`config.mk`:
```
export PLATFORM = sky130hd
export DESIGN_NAME = lcd_drive
export DESIGN_NICKNAME = d
export VERILOG_FILES = /design/src/lcd_drv_pkg.sv /design/src/tick_divider.sv /design/src/lcd_drive.sv
export SDC_FILE = /design/constraint.sdc
export NUM_CORES = 1
export LEC_CHECK = 0
export ABC_AREA = 0
export BUFFER_PORTS_ARGS = -buffer_cell sky130_fd_sc_hd__buf_4
export CAP_MARGIN = 20
export CORE_ASPECT_RATIO = 0.6
export CORE_UTILIZATION = 35
export CTS_CLUSTER_SIZE = 16
export DETAILED_ROUTE_END_ITERATION = 10
export GPL_TIMING_DRIVEN = 0
export PLACE_DENSITY = 0.48
export REMOVE_ABC_BUFFERS = 1
export SYNTH_ARGS = -nofsm -noshare
export SYNTH_HDL_FRONTEND = slang
export SYNTH_SLANG_ARGS = --single-unit
```
`constraint.sdc`:
```
create_clock -name clk -period 3.5 [get_ports clk]
set_input_delay 0.175 -clock clk [delete_from_list [all_inputs] [get_ports clk]]
set_output_delay 0.175 -clock clk [all_outputs]
set_load 0.02 [all_outputs]
```
`src/lcd_drv_pkg.sv`:
```
package lcd_drv_pkg;
    localparam int SEGS = 40;
    localparam int ROWS = 4;
    localparam int COL_W = 6;
    localparam int ROW_W = 2;
    // Drive mode field values.
    localparam logic [1:0] DRV_QUAD = 2'h0;
    localparam logic [1:0] DRV_STATIC = 2'h1;
    localparam logic [1:0] DRV_DUP = 2'h2;
    localparam logic [1:0] DRV_TRI = 2'h3;
    // Output voltage level codes along the bias divider.
    localparam logic [1:0] LVL_VSS = 2'h0;
    localparam logic [1:0] LVL_LOW = 2'h1;
    localparam logic [1:0] LVL_HIGH = 2'h2;
    localparam logic [1:0] LVL_VLCD = 2'h3;
    // Last scanned row per drive mode.
    localparam logic [1:0] LAST_ROW_STATIC = 2'h0;
    localparam logic [1:0] LAST_ROW_DUP = 2'h1;
    localparam logic [1:0] LAST_ROW_TRI = 2'h2;
    localparam logic [1:0] LAST_ROW_QUAD = 2'h3;
    localparam logic [1:0] BANK_ROW_OFS = 2'h2;
    // Blink rate field values.
    localparam logic [1:0] BLINK_OFF = 2'h0;
    localparam logic [1:0] BLINK_RATE1 = 2'h1;
    localparam logic [1:0] BLINK_RATE2 = 2'h2;
    // Reset values of the configuration.
    localparam logic [1:0] RST_DRIVE = DRV_QUAD;
    localparam logic [1:0] RST_ROW = 2'h0;
    // Row period of the internal oscillator and frames per blink step.
    localparam int CLK_PERIOD_NS = 10;
    localparam int ROW_TIME_NS = 2000000;
    localparam int ROW_CYCLES = ROW_TIME_NS / CLK_PERIOD_NS;
    localparam int BLINK_BASE_FRAMES = 16;
endpackage

```
`src/tick_divider.sv`:
```
`timescale 1ns/10ps
module tick_divider #(
    parameter int unsigned DIV = 4
) (
    input wire logic clk, // System clock.
    input wire logic rst_b, // Asynchronous reset, active low.
    input wire logic en, // Count enable.
    output logic tick // One pulse every DIV enables.
);
    localparam int CW = (DIV > 1) ? $clog2(DIV) : 1;
    localparam logic [CW-1:0] CNT_LAST = CW'(DIV - 1);
    logic [CW-1:0] cnt_r;

    always_ff @(posedge clk or negedge rst_b) begin
        if (!rst_b) begin
            cnt_r <= '0;
            tick <= 1'b0;
        end else begin
            tick <= 1'b0;
            if (en) begin
                if (cnt_r >= CNT_LAST) begin
                    cnt_r <= '0;
                    tick <= 1'b1;
                end else begin
                    cnt_r <= cnt_r + CW'(1);
                end
            end
        end
    end
endmodule

```
`src/lcd_drive.sv`:
```
`timescale 1ns/10ps
module lcd_drive #(
    parameter int unsigned ROW_DIV = lcd_drv_pkg::ROW_CYCLES
) (
    input wire logic clk, // System clock, 100 MHz.
    input wire logic rst_b, // Asynchronous reset, active low.
    input wire logic oscillator_source_pin, // Low selects internal oscillator.
    input wire logic ext_osc_tick, // External row clock enable, one cycle.
    input wire logic mode_set_valid, // Mode-set command strobe.
    input wire logic mode_set_enable, // Display enable bit.
    input wire logic mode_set_bias_half, // One selects half bias.
    input wire logic [1:0] mode_set_drive, // Drive mode field.
    input wire logic bank_set_valid, // Bank-select command strobe.
    input wire logic bank_set_input, // Input bank bit.
    input wire logic bank_set_output, // Output bank bit.
    input wire logic blink_set_valid, // Blink-select command strobe.
    input wire logic alternate_blink_bit, // Blink by bank swap.
    input wire logic [1:0] blink_rate_field, // Blink rate.
    input wire logic ram_wr_valid, // Display RAM bit write strobe.
    input wire logic [5:0] ram_wr_col, // RAM column, 0 to 39.
    input wire logic [1:0] ram_wr_row, // RAM row within bank.
    input wire logic ram_wr_bit, // Bit to store.
    output logic [1:0] backplane_out_0, // Backplane 0 level code.
    output logic [1:0] backplane_out_1, // Backplane 1 level code.
    output logic [1:0] backplane_out_2, // Backplane 2 level code.
    output logic [1:0] backplane_out_3, // Backplane 3 level code.
    output logic [2*lcd_drv_pkg::SEGS-1:0] segment_out, // Two bits per segment.
    output logic bias_bypass, // Centre divider element bypass switch.
    output logic display_active // Display enabled and showing.
);
    logic en_r;
    logic bias_half_r;
    logic [1:0] drive_r;
    logic bank_in_r;
    logic bank_out_r;
    logic ab_r;
    logic [1:0] bf_r;
    logic [3:0] ram [lcd_drv_pkg::SEGS];
    logic [1:0] row_r;
    logic [1:0] row_nxt;
    logic [1:0] last_row;
    logic phase_r;
    logic frame_end;
    logic row_tick;
    logic blink_tick;
    logic [2:0] blink_cnt_r;
    logic blink_on;
    logic [1:0] ram_row;
    logic [lcd_drv_pkg::SEGS-1:0] disp_r;
    logic is_static;
    logic paired;
    logic blank;
    logic [1:0] bp_lvl [4];

    ////////////////////////////////////////////////////////////////////////////
    // command strobes load configuration
    always_ff @(posedge clk or negedge rst_b) begin
        if (!rst_b) begin
            en_r <= 1'b0;
            bias_half_r <= 1'b0;
            drive_r <= lcd_drv_pkg::RST_DRIVE;
        end else if (mode_set_valid) begin
            en_r <= mode_set_enable;
            bias_half_r <= mode_set_bias_half;
            drive_r <= mode_set_drive;
        end
    end

    always_ff @(posedge clk or negedge rst_b) begin
        if (!rst_b) begin
            bank_in_r <= 1'b0;
            bank_out_r <= 1'b0;
        end else if (bank_set_valid) begin
            bank_in_r <= bank_set_input;
            bank_out_r <= bank_set_output;
        end
    end

    always_ff @(posedge clk or negedge rst_b) begin
        if (!rst_b) begin
            ab_r <= 1'b0;
            bf_r <= lcd_drv_pkg::BLINK_OFF;
        end else if (blink_set_valid) begin
            ab_r <= alternate_blink_bit;
            bf_r <= blink_rate_field;
        end
    end

    assign is_static = (drive_r == lcd_drv_pkg::DRV_STATIC);
    // Banks exist only where a mode leaves rows spare.
    assign paired = is_static || (drive_r == lcd_drv_pkg::DRV_DUP);

    ////////////////////////////////////////////////////////////////////////////
    // Display RAM, written one bit at a time; in static and 1:2 modes the input bank moves the row.
    always_ff @(posedge clk) begin
        if (ram_wr_valid && (ram_wr_col < 6'(lcd_drv_pkg::SEGS))) begin
            ram[ram_wr_col][ram_wr_row + ((bank_in_r && paired) ? lcd_drv_pkg::BANK_ROW_OFS : 2'h0)]
                <= ram_wr_bit;
        end
    end

    ////////////////////////////////////////////////////////////////////////////
    // internal oscillator select
    tick_divider #(
        .DIV(ROW_DIV)
    ) u_row_div (
        .clk(clk),
        .rst_b(rst_b),
        .en(oscillator_source_pin ? ext_osc_tick : 1'b1),
        .tick(row_tick)
    );

    tick_divider #(
        .DIV(lcd_drv_pkg::BLINK_BASE_FRAMES)
    ) u_blink_div (
        .clk(clk),
        .rst_b(rst_b),
        .en(frame_end),
        .tick(blink_tick)
    );

    // last row follows latest drive mode
    always_comb begin
        case (drive_r)
            lcd_drv_pkg::DRV_STATIC: last_row = lcd_drv_pkg::LAST_ROW_STATIC;
            lcd_drv_pkg::DRV_DUP: last_row = lcd_drv_pkg::LAST_ROW_DUP;
            lcd_drv_pkg::DRV_TRI: last_row = lcd_drv_pkg::LAST_ROW_TRI;
            default: last_row = lcd_drv_pkg::LAST_ROW_QUAD;
        endcase
    end

    // row scan wraps at the mode's last row
    assign frame_end = row_tick && (row_r >= last_row);
    assign row_nxt = frame_end ? lcd_drv_pkg::RST_ROW : row_r + 2'h1;

    always_ff @(posedge clk or negedge rst_b) begin
        if (!rst_b) begin
            row_r <= lcd_drv_pkg::RST_ROW;
            phase_r <= 1'b0;
        end else if (row_tick) begin
            row_r <= row_nxt;
            phase_r <= phase_r ^ frame_end;
        end
    end

    always_ff @(posedge clk or negedge rst_b) begin
        if (!rst_b) begin
            blink_cnt_r <= 3'h0;
        end else if (blink_tick) begin
            blink_cnt_r <= blink_cnt_r + 3'h1;
        end
    end

    always_comb begin
        case (bf_r)
            lcd_drv_pkg::BLINK_OFF: blink_on = 1'b0;
            lcd_drv_pkg::BLINK_RATE1: blink_on = blink_cnt_r[0];
            lcd_drv_pkg::BLINK_RATE2: blink_on = blink_cnt_r[1];
            default: blink_on = blink_cnt_r[2];
        endcase
    end

    // Alternate blink swaps banks where banks exist, else blanks.
    assign ram_row = row_nxt + (((bank_out_r ^ (blink_on && ab_r)) && paired) ? lcd_drv_pkg::BANK_ROW_OFS : 2'h0);

    ////////////////////////////////////////////////////////////////////////////
    // display register loads once per row
    always_ff @(posedge clk or negedge rst_b) begin
        if (!rst_b) begin
            disp_r <= '0;
        end else if (row_tick) begin
            for (int i = 0; i < lcd_drv_pkg::SEGS; i++) begin
                disp_r[i] <= ram[i][ram_row];
            end
        end
    end

    // blank while disabled or in the off blink phase, unless alternate blink swaps banks
    assign blank = !en_r || (blink_on && !(ab_r && paired));

    // physical backplane to scanned row mapping
    always_comb begin
        for (int k = 0; k < lcd_drv_pkg::ROWS; k++) begin
            logic sel;
            sel = 1'b0;
            case (drive_r)
                // all backplanes share the static signal
                lcd_drv_pkg::DRV_STATIC: sel = 1'b1;
                // even and odd backplanes pair up
                lcd_drv_pkg::DRV_DUP: sel = (2'(k % 2) == row_r);
                lcd_drv_pkg::DRV_TRI: sel = ((k == 3) ? 2'h1 : 2'(k)) == row_r;
                default: sel = (2'(k) == row_r);
            endcase
            if (sel) begin
                bp_lvl[k] = phase_r ? lcd_drv_pkg::LVL_VSS : lcd_drv_pkg::LVL_VLCD;
            end else if (bias_half_r || !phase_r) begin
                // half bias uses the centre level for unselected rows
                bp_lvl[k] = lcd_drv_pkg::LVL_LOW;
            end else begin
                bp_lvl[k] = lcd_drv_pkg::LVL_HIGH;
            end
        end
    end

    always_ff @(posedge clk or negedge rst_b) begin
        if (!rst_b) begin
            backplane_out_0 <= lcd_drv_pkg::LVL_VSS;
            backplane_out_1 <= lcd_drv_pkg::LVL_VSS;
            backplane_out_2 <= lcd_drv_pkg::LVL_VSS;
            backplane_out_3 <= lcd_drv_pkg::LVL_VSS;
        end else begin
            backplane_out_0 <= blank ? lcd_drv_pkg::LVL_VSS : bp_lvl[0];
            backplane_out_1 <= blank ? lcd_drv_pkg::LVL_VSS : bp_lvl[1];
            backplane_out_2 <= blank ? lcd_drv_pkg::LVL_VSS : bp_lvl[2];
            backplane_out_3 <= blank ? lcd_drv_pkg::LVL_VSS : bp_lvl[3];
        end
    end

    // segment level from display bit and row phase
    always_ff @(posedge clk or negedge rst_b) begin
        if (!rst_b) begin
            segment_out <= '0;
        end else begin
            for (int i = 0; i < lcd_drv_pkg::SEGS; i++) begin
                if (blank) begin
                    segment_out[2*i +: 2] <= lcd_drv_pkg::LVL_VSS;
                end else if (disp_r[i]) begin
                    segment_out[2*i +: 2] <= phase_r ? lcd_drv_pkg::LVL_VLCD : lcd_drv_pkg::LVL_VSS;
                end else if (is_static) begin
                    segment_out[2*i +: 2] <= phase_r ? lcd_drv_pkg::LVL_VSS : lcd_drv_pkg::LVL_VLCD;
                end else if (bias_half_r || phase_r) begin
                    segment_out[2*i +: 2] <= lcd_drv_pkg::LVL_LOW;
                end else begin
                    segment_out[2*i +: 2] <= lcd_drv_pkg::LVL_HIGH;
                end
            end
        end
    end

    // bias bypass switch follows half bias
    always_ff @(posedge clk or negedge rst_b) begin
        if (!rst_b) begin
            bias_bypass <= 1'b0;
            display_active <= 1'b0;
        end else begin
            bias_bypass <= bias_half_r;
            display_active <= !blank;
        end
    end
endmodule

```
# --- Yosys cells after proc, flatten, opt, wreduce, memory -nomap -nowiden ---
# Memory sizes are Yosys's and may differ from the RTL's.
# Index checks and enable logic that the tools add are counted.
op_classes:
  n_addsub: 6
  n_lt_le_gt_ge: 7
  eq_ne: 8
  n_mux: 193
  bitwise_logic: 2
  n_reduce_logical: 19
op_table:
  columns: ["cell", "n"]
  rows:
  - ["2-to-1 mux 2 bit", 96]
  - ["binary-select mux 1 bit (select 2 bit)", 40]
  - ["2-to-1 mux 1 bit", 49]
  - ["adder 18 x 1 -> 18 bit, second input constant", 1]
  - [">= comparator 18 bit, second input constant", 1]
  - ["2-to-1 mux 18 bit", 1]
  - ["logical AND 1 bit", 8]
  - ["2-to-1 mux 4 bit", 2]
  - ["== test 2 bit, second input constant", 3]
  - ["less-than comparator 2 x 3 -> 1 bit, second input constant", 2]
  - ["less-than comparator 6 bit, second input constant", 1]
  - ["one-hot mux 2 bit (3 select lines)", 1]
  - ["adder 2 bit", 2]
  - ["adder 4 x 1 -> 4 bit, second input constant", 1]
  - ["== test 2 x 1 -> 1 bit, second input constant", 2]
  - ["== test 2 bit, first input constant", 2]
  - [">= comparator 4 bit, second input constant", 1]
  - ["zero test 1 bit", 4]
  - ["zero test 2 bit", 2]
  - ["logical OR 1 bit", 4]
  - ["one-hot mux 1 bit (2 select lines)", 2]
  - ["adder 3 x 1 -> 3 bit, second input constant", 1]
  - ["one-hot mux 1 bit (3 select lines)", 1]
  - ["adder 2 x 1 -> 2 bit, second input constant", 1]
  - ["other kinds (6)", 7]
totals:
  ff_bits: 169
  ram_bits: 160
  in_bits: 26
  output_inout_bits: 90
  elab_cells: 258
  memories: 1
memory_table:
  columns: ["name", "depth", "word_bits", "rd", "rd_ports_with_merged_regs", "write_ports", "line_no", "text"]
  rows:
  - ["ram", 40, 4, 40, 0, 1, "lcd_drive.sv:38", "logic [3:0] ram [lcd_drv_pkg::SEGS];"]

# --- Logic depth before layout (Yosys ltp) ---
logic_depth:
  word_depth: 10
  depth_mapped: 12

# --- Hierarchy ---
# Synthesis repeated with hierarchy kept, for this count alone.
unflattened:
  hier_cells: 1202
  area_unflattened_um2: 14123.5
by_module_without_submodules:
  columns: ["mod", "instances", "cells_per_inst", "area_per_inst_um2", "seq_area_each_um2"]
  rows:
  - ["lcd_drive", 1, 1079, 12899.9, 8433.1]
  - ["tick_divider (u_row_div)", 1, 103, 1011.0, 475.5]
  - ["tick_divider (u_blink_div)", 1, 20, 212.7, 125.1]

# --- Worst setup path after synthesis ---
# OpenSTA, ideal clock, no wires.
synth_timing:
  kind: "register -> register"
  from: "reg drive_r[1]"
  to: "reg disp_r[0] (netlist name)"
  setup_time_ns: 0.126
  arrival_ns: 3.058
  t_required_ns: 3.374
  slack_ns: 0.316
  path_stages_with_launch: 12
  period_less_slack_ns: 3.184
  path_cell_list: "dfrtp_1 -> inv_1 -> ha_1 -> or2_2 -> ha_1 -> nand2b_1 -> a31o_1 -> nor3b_1 -> a311oi_4 -> buf_2 -> mux2_2 -> a221o_1"
synth_between:
  elab_chain_cells: 8
synth_lines:
  columns: ["item", "line_no", "text"]
  rows:
  - ["start: declaration", "lcd_drive.sv:33", "logic [1:0] drive_r;"]
  - ["start signal: assignment", "lcd_drive.sv:61", "drive_r <= lcd_drv_pkg::RST_DRIVE;"]
  - ["start signal: assignment", "lcd_drive.sv:65", "drive_r <= mode_set_drive;"]
  - ["== test 2 bit (tied with other cells)", "lcd_drive.sv:124", "case (drive_r)"]
  - ["one-hot mux 2 bit (3 select lines)", "lcd_drive.sv:124", null]
  - [">= comparator 2 bit", "lcd_drive.sv:133", "assign frame_end = row_tick && (row_r >= last_row);"]
  - ["logical AND 1 bit", "lcd_drive.sv:133", null]
  - ["2-to-1 mux 2 bit", "lcd_drive.sv:134", "assign row_nxt = frame_end ? lcd_drv_pkg::RST_ROW : row_r + 2'h1;"]
  - ["adder 2 bit *", "lcd_drive.sv:164", "assign ram_row = row_nxt + (((bank_out_r ^ (blink_on && ab_r)) && paired) ? lcd_drv_pkg::BANK_ROW_OFS : 2'h0);"]
  - ["binary-select mux 1 bit (select 2 bit) *", "lcd_drive.sv:173", "disp_r[i] <= ram[i][ram_row];"]
  - ["2-to-1 mux 1 bit (implied by the code) *", "lcd_drive.sv:173", null]
  - ["end signal: indexed assignment", "lcd_drive.sv:173", null]
  - ["end: declaration", "lcd_drive.sv:49", "logic [lcd_drv_pkg::SEGS-1:0] disp_r;"]
# Every way passes the cells marked *; elsewhere a longest branch is shown, timed or not. The select of a mux whose other input is x is not followed.
# A chain may end at the register's enable or synchronous reset.

# --- Final worst setup path ---
layout_timing:
  from: "reg drive_r[1]"
  to: "reg disp_r[28] (netlist name)"
# The elaborated chain is that of the path after synthesis.

==> summary.txt <==
Power
  – Sw frac: 25.06%
  – Design Power: 9.136 mW
  – Psw: around 2.3 mW
  – Int Power: between 6 and 7 mW
  – Lkg Pwr: 6.904 nW
  – Clock power frac: about 40%
  – Sequential power share: 47.2%
  – Peak VDD IR: 0.2638 mV
  – Power Density: 535.7 nW/um^2
  – Logic pwr share: 12.8%

Floorplan
  – CORE AREA: 39170 um^2
  – Io pins: 116
  – Die X: 259.8 um
  – Full die area: ~41000 um^2
  – FP Rows: 56
  – Chip height: 156.7 um
  – Initial Util: 35.62%

Global route
  – Pin count of the biggest net entering global routing: 99
  – First-pass GRT wire length: 51290 um
  – Initial antenna violation count: 1
  – Number of global-route vias before repair: 8886
  – Congestion Overflow GR: 0
  – Tot GR Track Use: 16.44%

Finish
  – Nets@finish: between 1000 and 1500
  – Antenna diodes: 0
  – Design area: 17060 um^2
  – Layout cell share with drive strength beyond 1: 17.86%
  – Area growth, synth to finish: 22.23%
  – Final core occ: 43.54%
  – Layout fillers: between 3000 and 4000

CTS
  – Clk slew on worst S/H paths: 0.06 ns
  – Clock insertion delay at the later pin of the skew report: ~0.52 ns
  – Htree depth: 2
  – Clk root buf: clkbuf_16
  – CTS Buffer Depth: 3
  – CTS Sinks: between 300 and 400
  – CTS Buf Count: 36
  – CTS tree: built

Placement
  – Dpl hpwl: ~20000 um
  – Gpl congestion: 0.7444
  – Area post-placement: 15610 um^2
  – Port bufs: 115
  – DP Worst Slack: -0.3561 ns

Synthesis
  – Top FF cell, synth: dfrtp_1
  – Post-synth EDFFs: 160
  – Number of synthesized register bits: 329
  – Yosys cell types: 44
  – Most area-hungry cell type in the Yosys netlist: edfxtp_1
  – Async set or reset register ratio after synthesis: 51.37%
  – Number of warnings issued by yosys: 0
  – Area contributors post-synth: edfxtp_1 (34%), dfrtp_1 (30%), nor2_1 (9.5%)
  – Top-count cell post-synth: nor2_1
  – Syn avg cell area: 11.27 um^2
  – Gate Count Post-Synth: 1238
  – Synth Cell Area: 13950 um^2
  – Commonest cells post-synth: nor2_1 (353), dfrtp_1 (169), edfxtp_1 (160)
  – Post-synth top area share: between 30 and 40%
  – Sequential area share after synthesis: 64.74%

Status
  – Status: finished, final reports clean

Critical path
  – Reg-to-reg endpoint: disp_r[28]
  – Slowest CP cell: dfrtp_1
  – Reg2reg path depth: 13
  – Startpoint Class: register
  – Largest stage delay, worst path: 0.40 ns
  – Crit-path max FO: 10
  – R2R setup slack: 0.14 ns
  – WS Path Type: reg -> reg
  – Arrival @ worst endpoint: 3.76 ns
  – CP cell instances: inv_2, ha_1, or2_2, ha_1, nand2b_1, a31o_1, nor3b_1, a311oi_4, buf_12, buf_8, buf_6, mux2_2, a221o_1
  – Worst flop-to-flop path startpoint: drive_r[1]
  – CP required: 3.90 ns
  – Critical Path End Type: register
  – CP dominant cell by count: ha_1

STA
  – Unrepaired setup endpoints after global routing: true
  – Final worst slack: 0.1372 ns
  – Fmax: 0.2974 GHz
  – Max_slew headroom: a little under a third
  – Fin. Hold Viols: 0
  – Measured slew at the worst slew-check pin: 1.030 ns
  – Worst Skew: 0.009331 ns
  – Final period util: a little under 100%
  – Slew Viols, Final: 0
  – # setup viols final: 0
  – Post-route minimum period: 3.363 ns

Route
  – Met1 wire length: ~16000 um
  – Residual DRC: 0
  – Drt pass-1 iters: 4
  – Initial DRC count: 511
  – Post-DRT Antenna Nets: 0
  – Top sig layer: met5
  – Met2 Wirelength: 14490 um
  – Final WL: 32840 um
  – Avg WL per Cell: 17.14 um
  – Via count: ~9000
  – DR vias/cell: 4.789
  – Metal3 WL: 1442 um

Run
  – Maxcap violations: 0

Worst hold path
  – Worst hold start: ext_osc_tick
  – Worst hold path class: in -> reg
  – Hold Path Depth: 3
  – Hold endpoint: u_row_div.cnt_r[1]
## per-layer routing
layer	GRT usage, %	vias to the layer above
met2	25.10	148
met4	4.118	2
li1	-	4523
met5	0	-
met3	3.288	44
met1	23.79	4458
## cells in the final DEF (no fill, tap or decap), types with 4 or more instances in the layout
master	count
and3_1	5
mux2_1	16
xor2_1	14
buf_4	122
buf_16	6
nand2_1	147
ha_1	12
buf_12	9
mux2_2	38
nand4_1	6
o21ai_0	9
mux2i_1	43
a21oi_1	89
edfxtp_1	160
buf_8	4
nor2_1	353
xnor2_1	5
inv_1	6
clkbuf_16	38
nor3b_1	4
clkbuf_1	11
dlygate4sd3_1	23
a221o_1	40
nand2b_1	5
dfrtp_1	168
clkinv_2	6
## state kept, by name, summed over array words and instances, names as in the netlist, 3 cells and up
register	count
blink_cnt_r	3
disp_r	40
ram	160
segment_out	80
u_blink_div.cnt_r	4
u_row_div.cnt_r	18
## per-stage QoR
| stage | TNS, ns | cells | hold WS (ns) |
|---|---|---|---|
| after floorplan | -70.46 | 1164 | -0.1206 |
| after global placement | -250.18 | 1801 | 0.3894 |
| after detailed placement | -7.907 | 1822 | 0.2113 |
| after CTS | 0 | 1910 | 0.09118 |
| after global routing | -0.007531 | 1916 | 0.1418 |
| final | 0 | 1916 | 0.1197 |
## worst max-delay path by stage
stage	start	end	depth (start not counted)
floorplan	drive_r[1]	disp_r[0]	10
global placement	drive_r[1]	disp_r[5]	10
detailed placement	drive_r[1]	disp_r[5]	12
CTS	drive_r[1]	disp_r[21]	13
global route	drive_r[0]	disp_r[28]	13
finish	drive_r[1]	disp_r[28]	13
## power groups by stage
stage / Clock [mW] / Combinational (mW) / Sequential, mW
after floorplan: 0 / 0.472 / 4.54
after global placement: 0 / 1.10 / 4.39
after detailed placement: 0 / 1.13 / 4.39
after CTS: 3.77 / 1.17 / 4.31
after global routing: 3.93 / 1.29 / 4.33
final: 3.66 / 1.17 / 4.31
## timing repair
item                                   CTS  global route
gates resized for setup                  1             4
pin swaps                                2             1
hold buffers                            23             0
setup endpoints to repair               38            26
setup buffers                            3             6
endpoints found under the hold margin   94             0
## cell families after synthesis
logic type | Yosys count | share of synthesized area [%]
compound gates | 151 | 7.299
buf+inv | 82 | 2.502
simple gates | 548 | 15.75
mux | 97 | 7.443
fa+ha+maj | 12 | 1.076
xor+xnor | 19 | 1.193
flops | 329 | 64.74
## worst max-delay path, delay by kind of cell, from the launching register on
kind	cells	cell delay, ns
compound gates	3	0.86
simple gates	3	0.65
buf+inv	4	0.53
fa+ha+maj	2	0.46
flops	1	0.40
mux	1	0.34
## final cells by class
| type | instances | area [um^2] | area share [%] |
|---|---|---|---|
| clock buffer | 52 | 1033 | 6.060 |
| clock inverter | 11 | 82.58 | 0.4842 |
| inverter | 8 | 31.28 | 0.1834 |
| multi-input combinational | 827 | 4632 | 27.16 |
| sequential | 329 | 9037 | 52.99 |
| tap | 522 | 653.1 | 3.830 |
| timing repair buffer | 167 | 1585 | 9.295 |
Note: power is estimated with default switching activity, not from simulation.
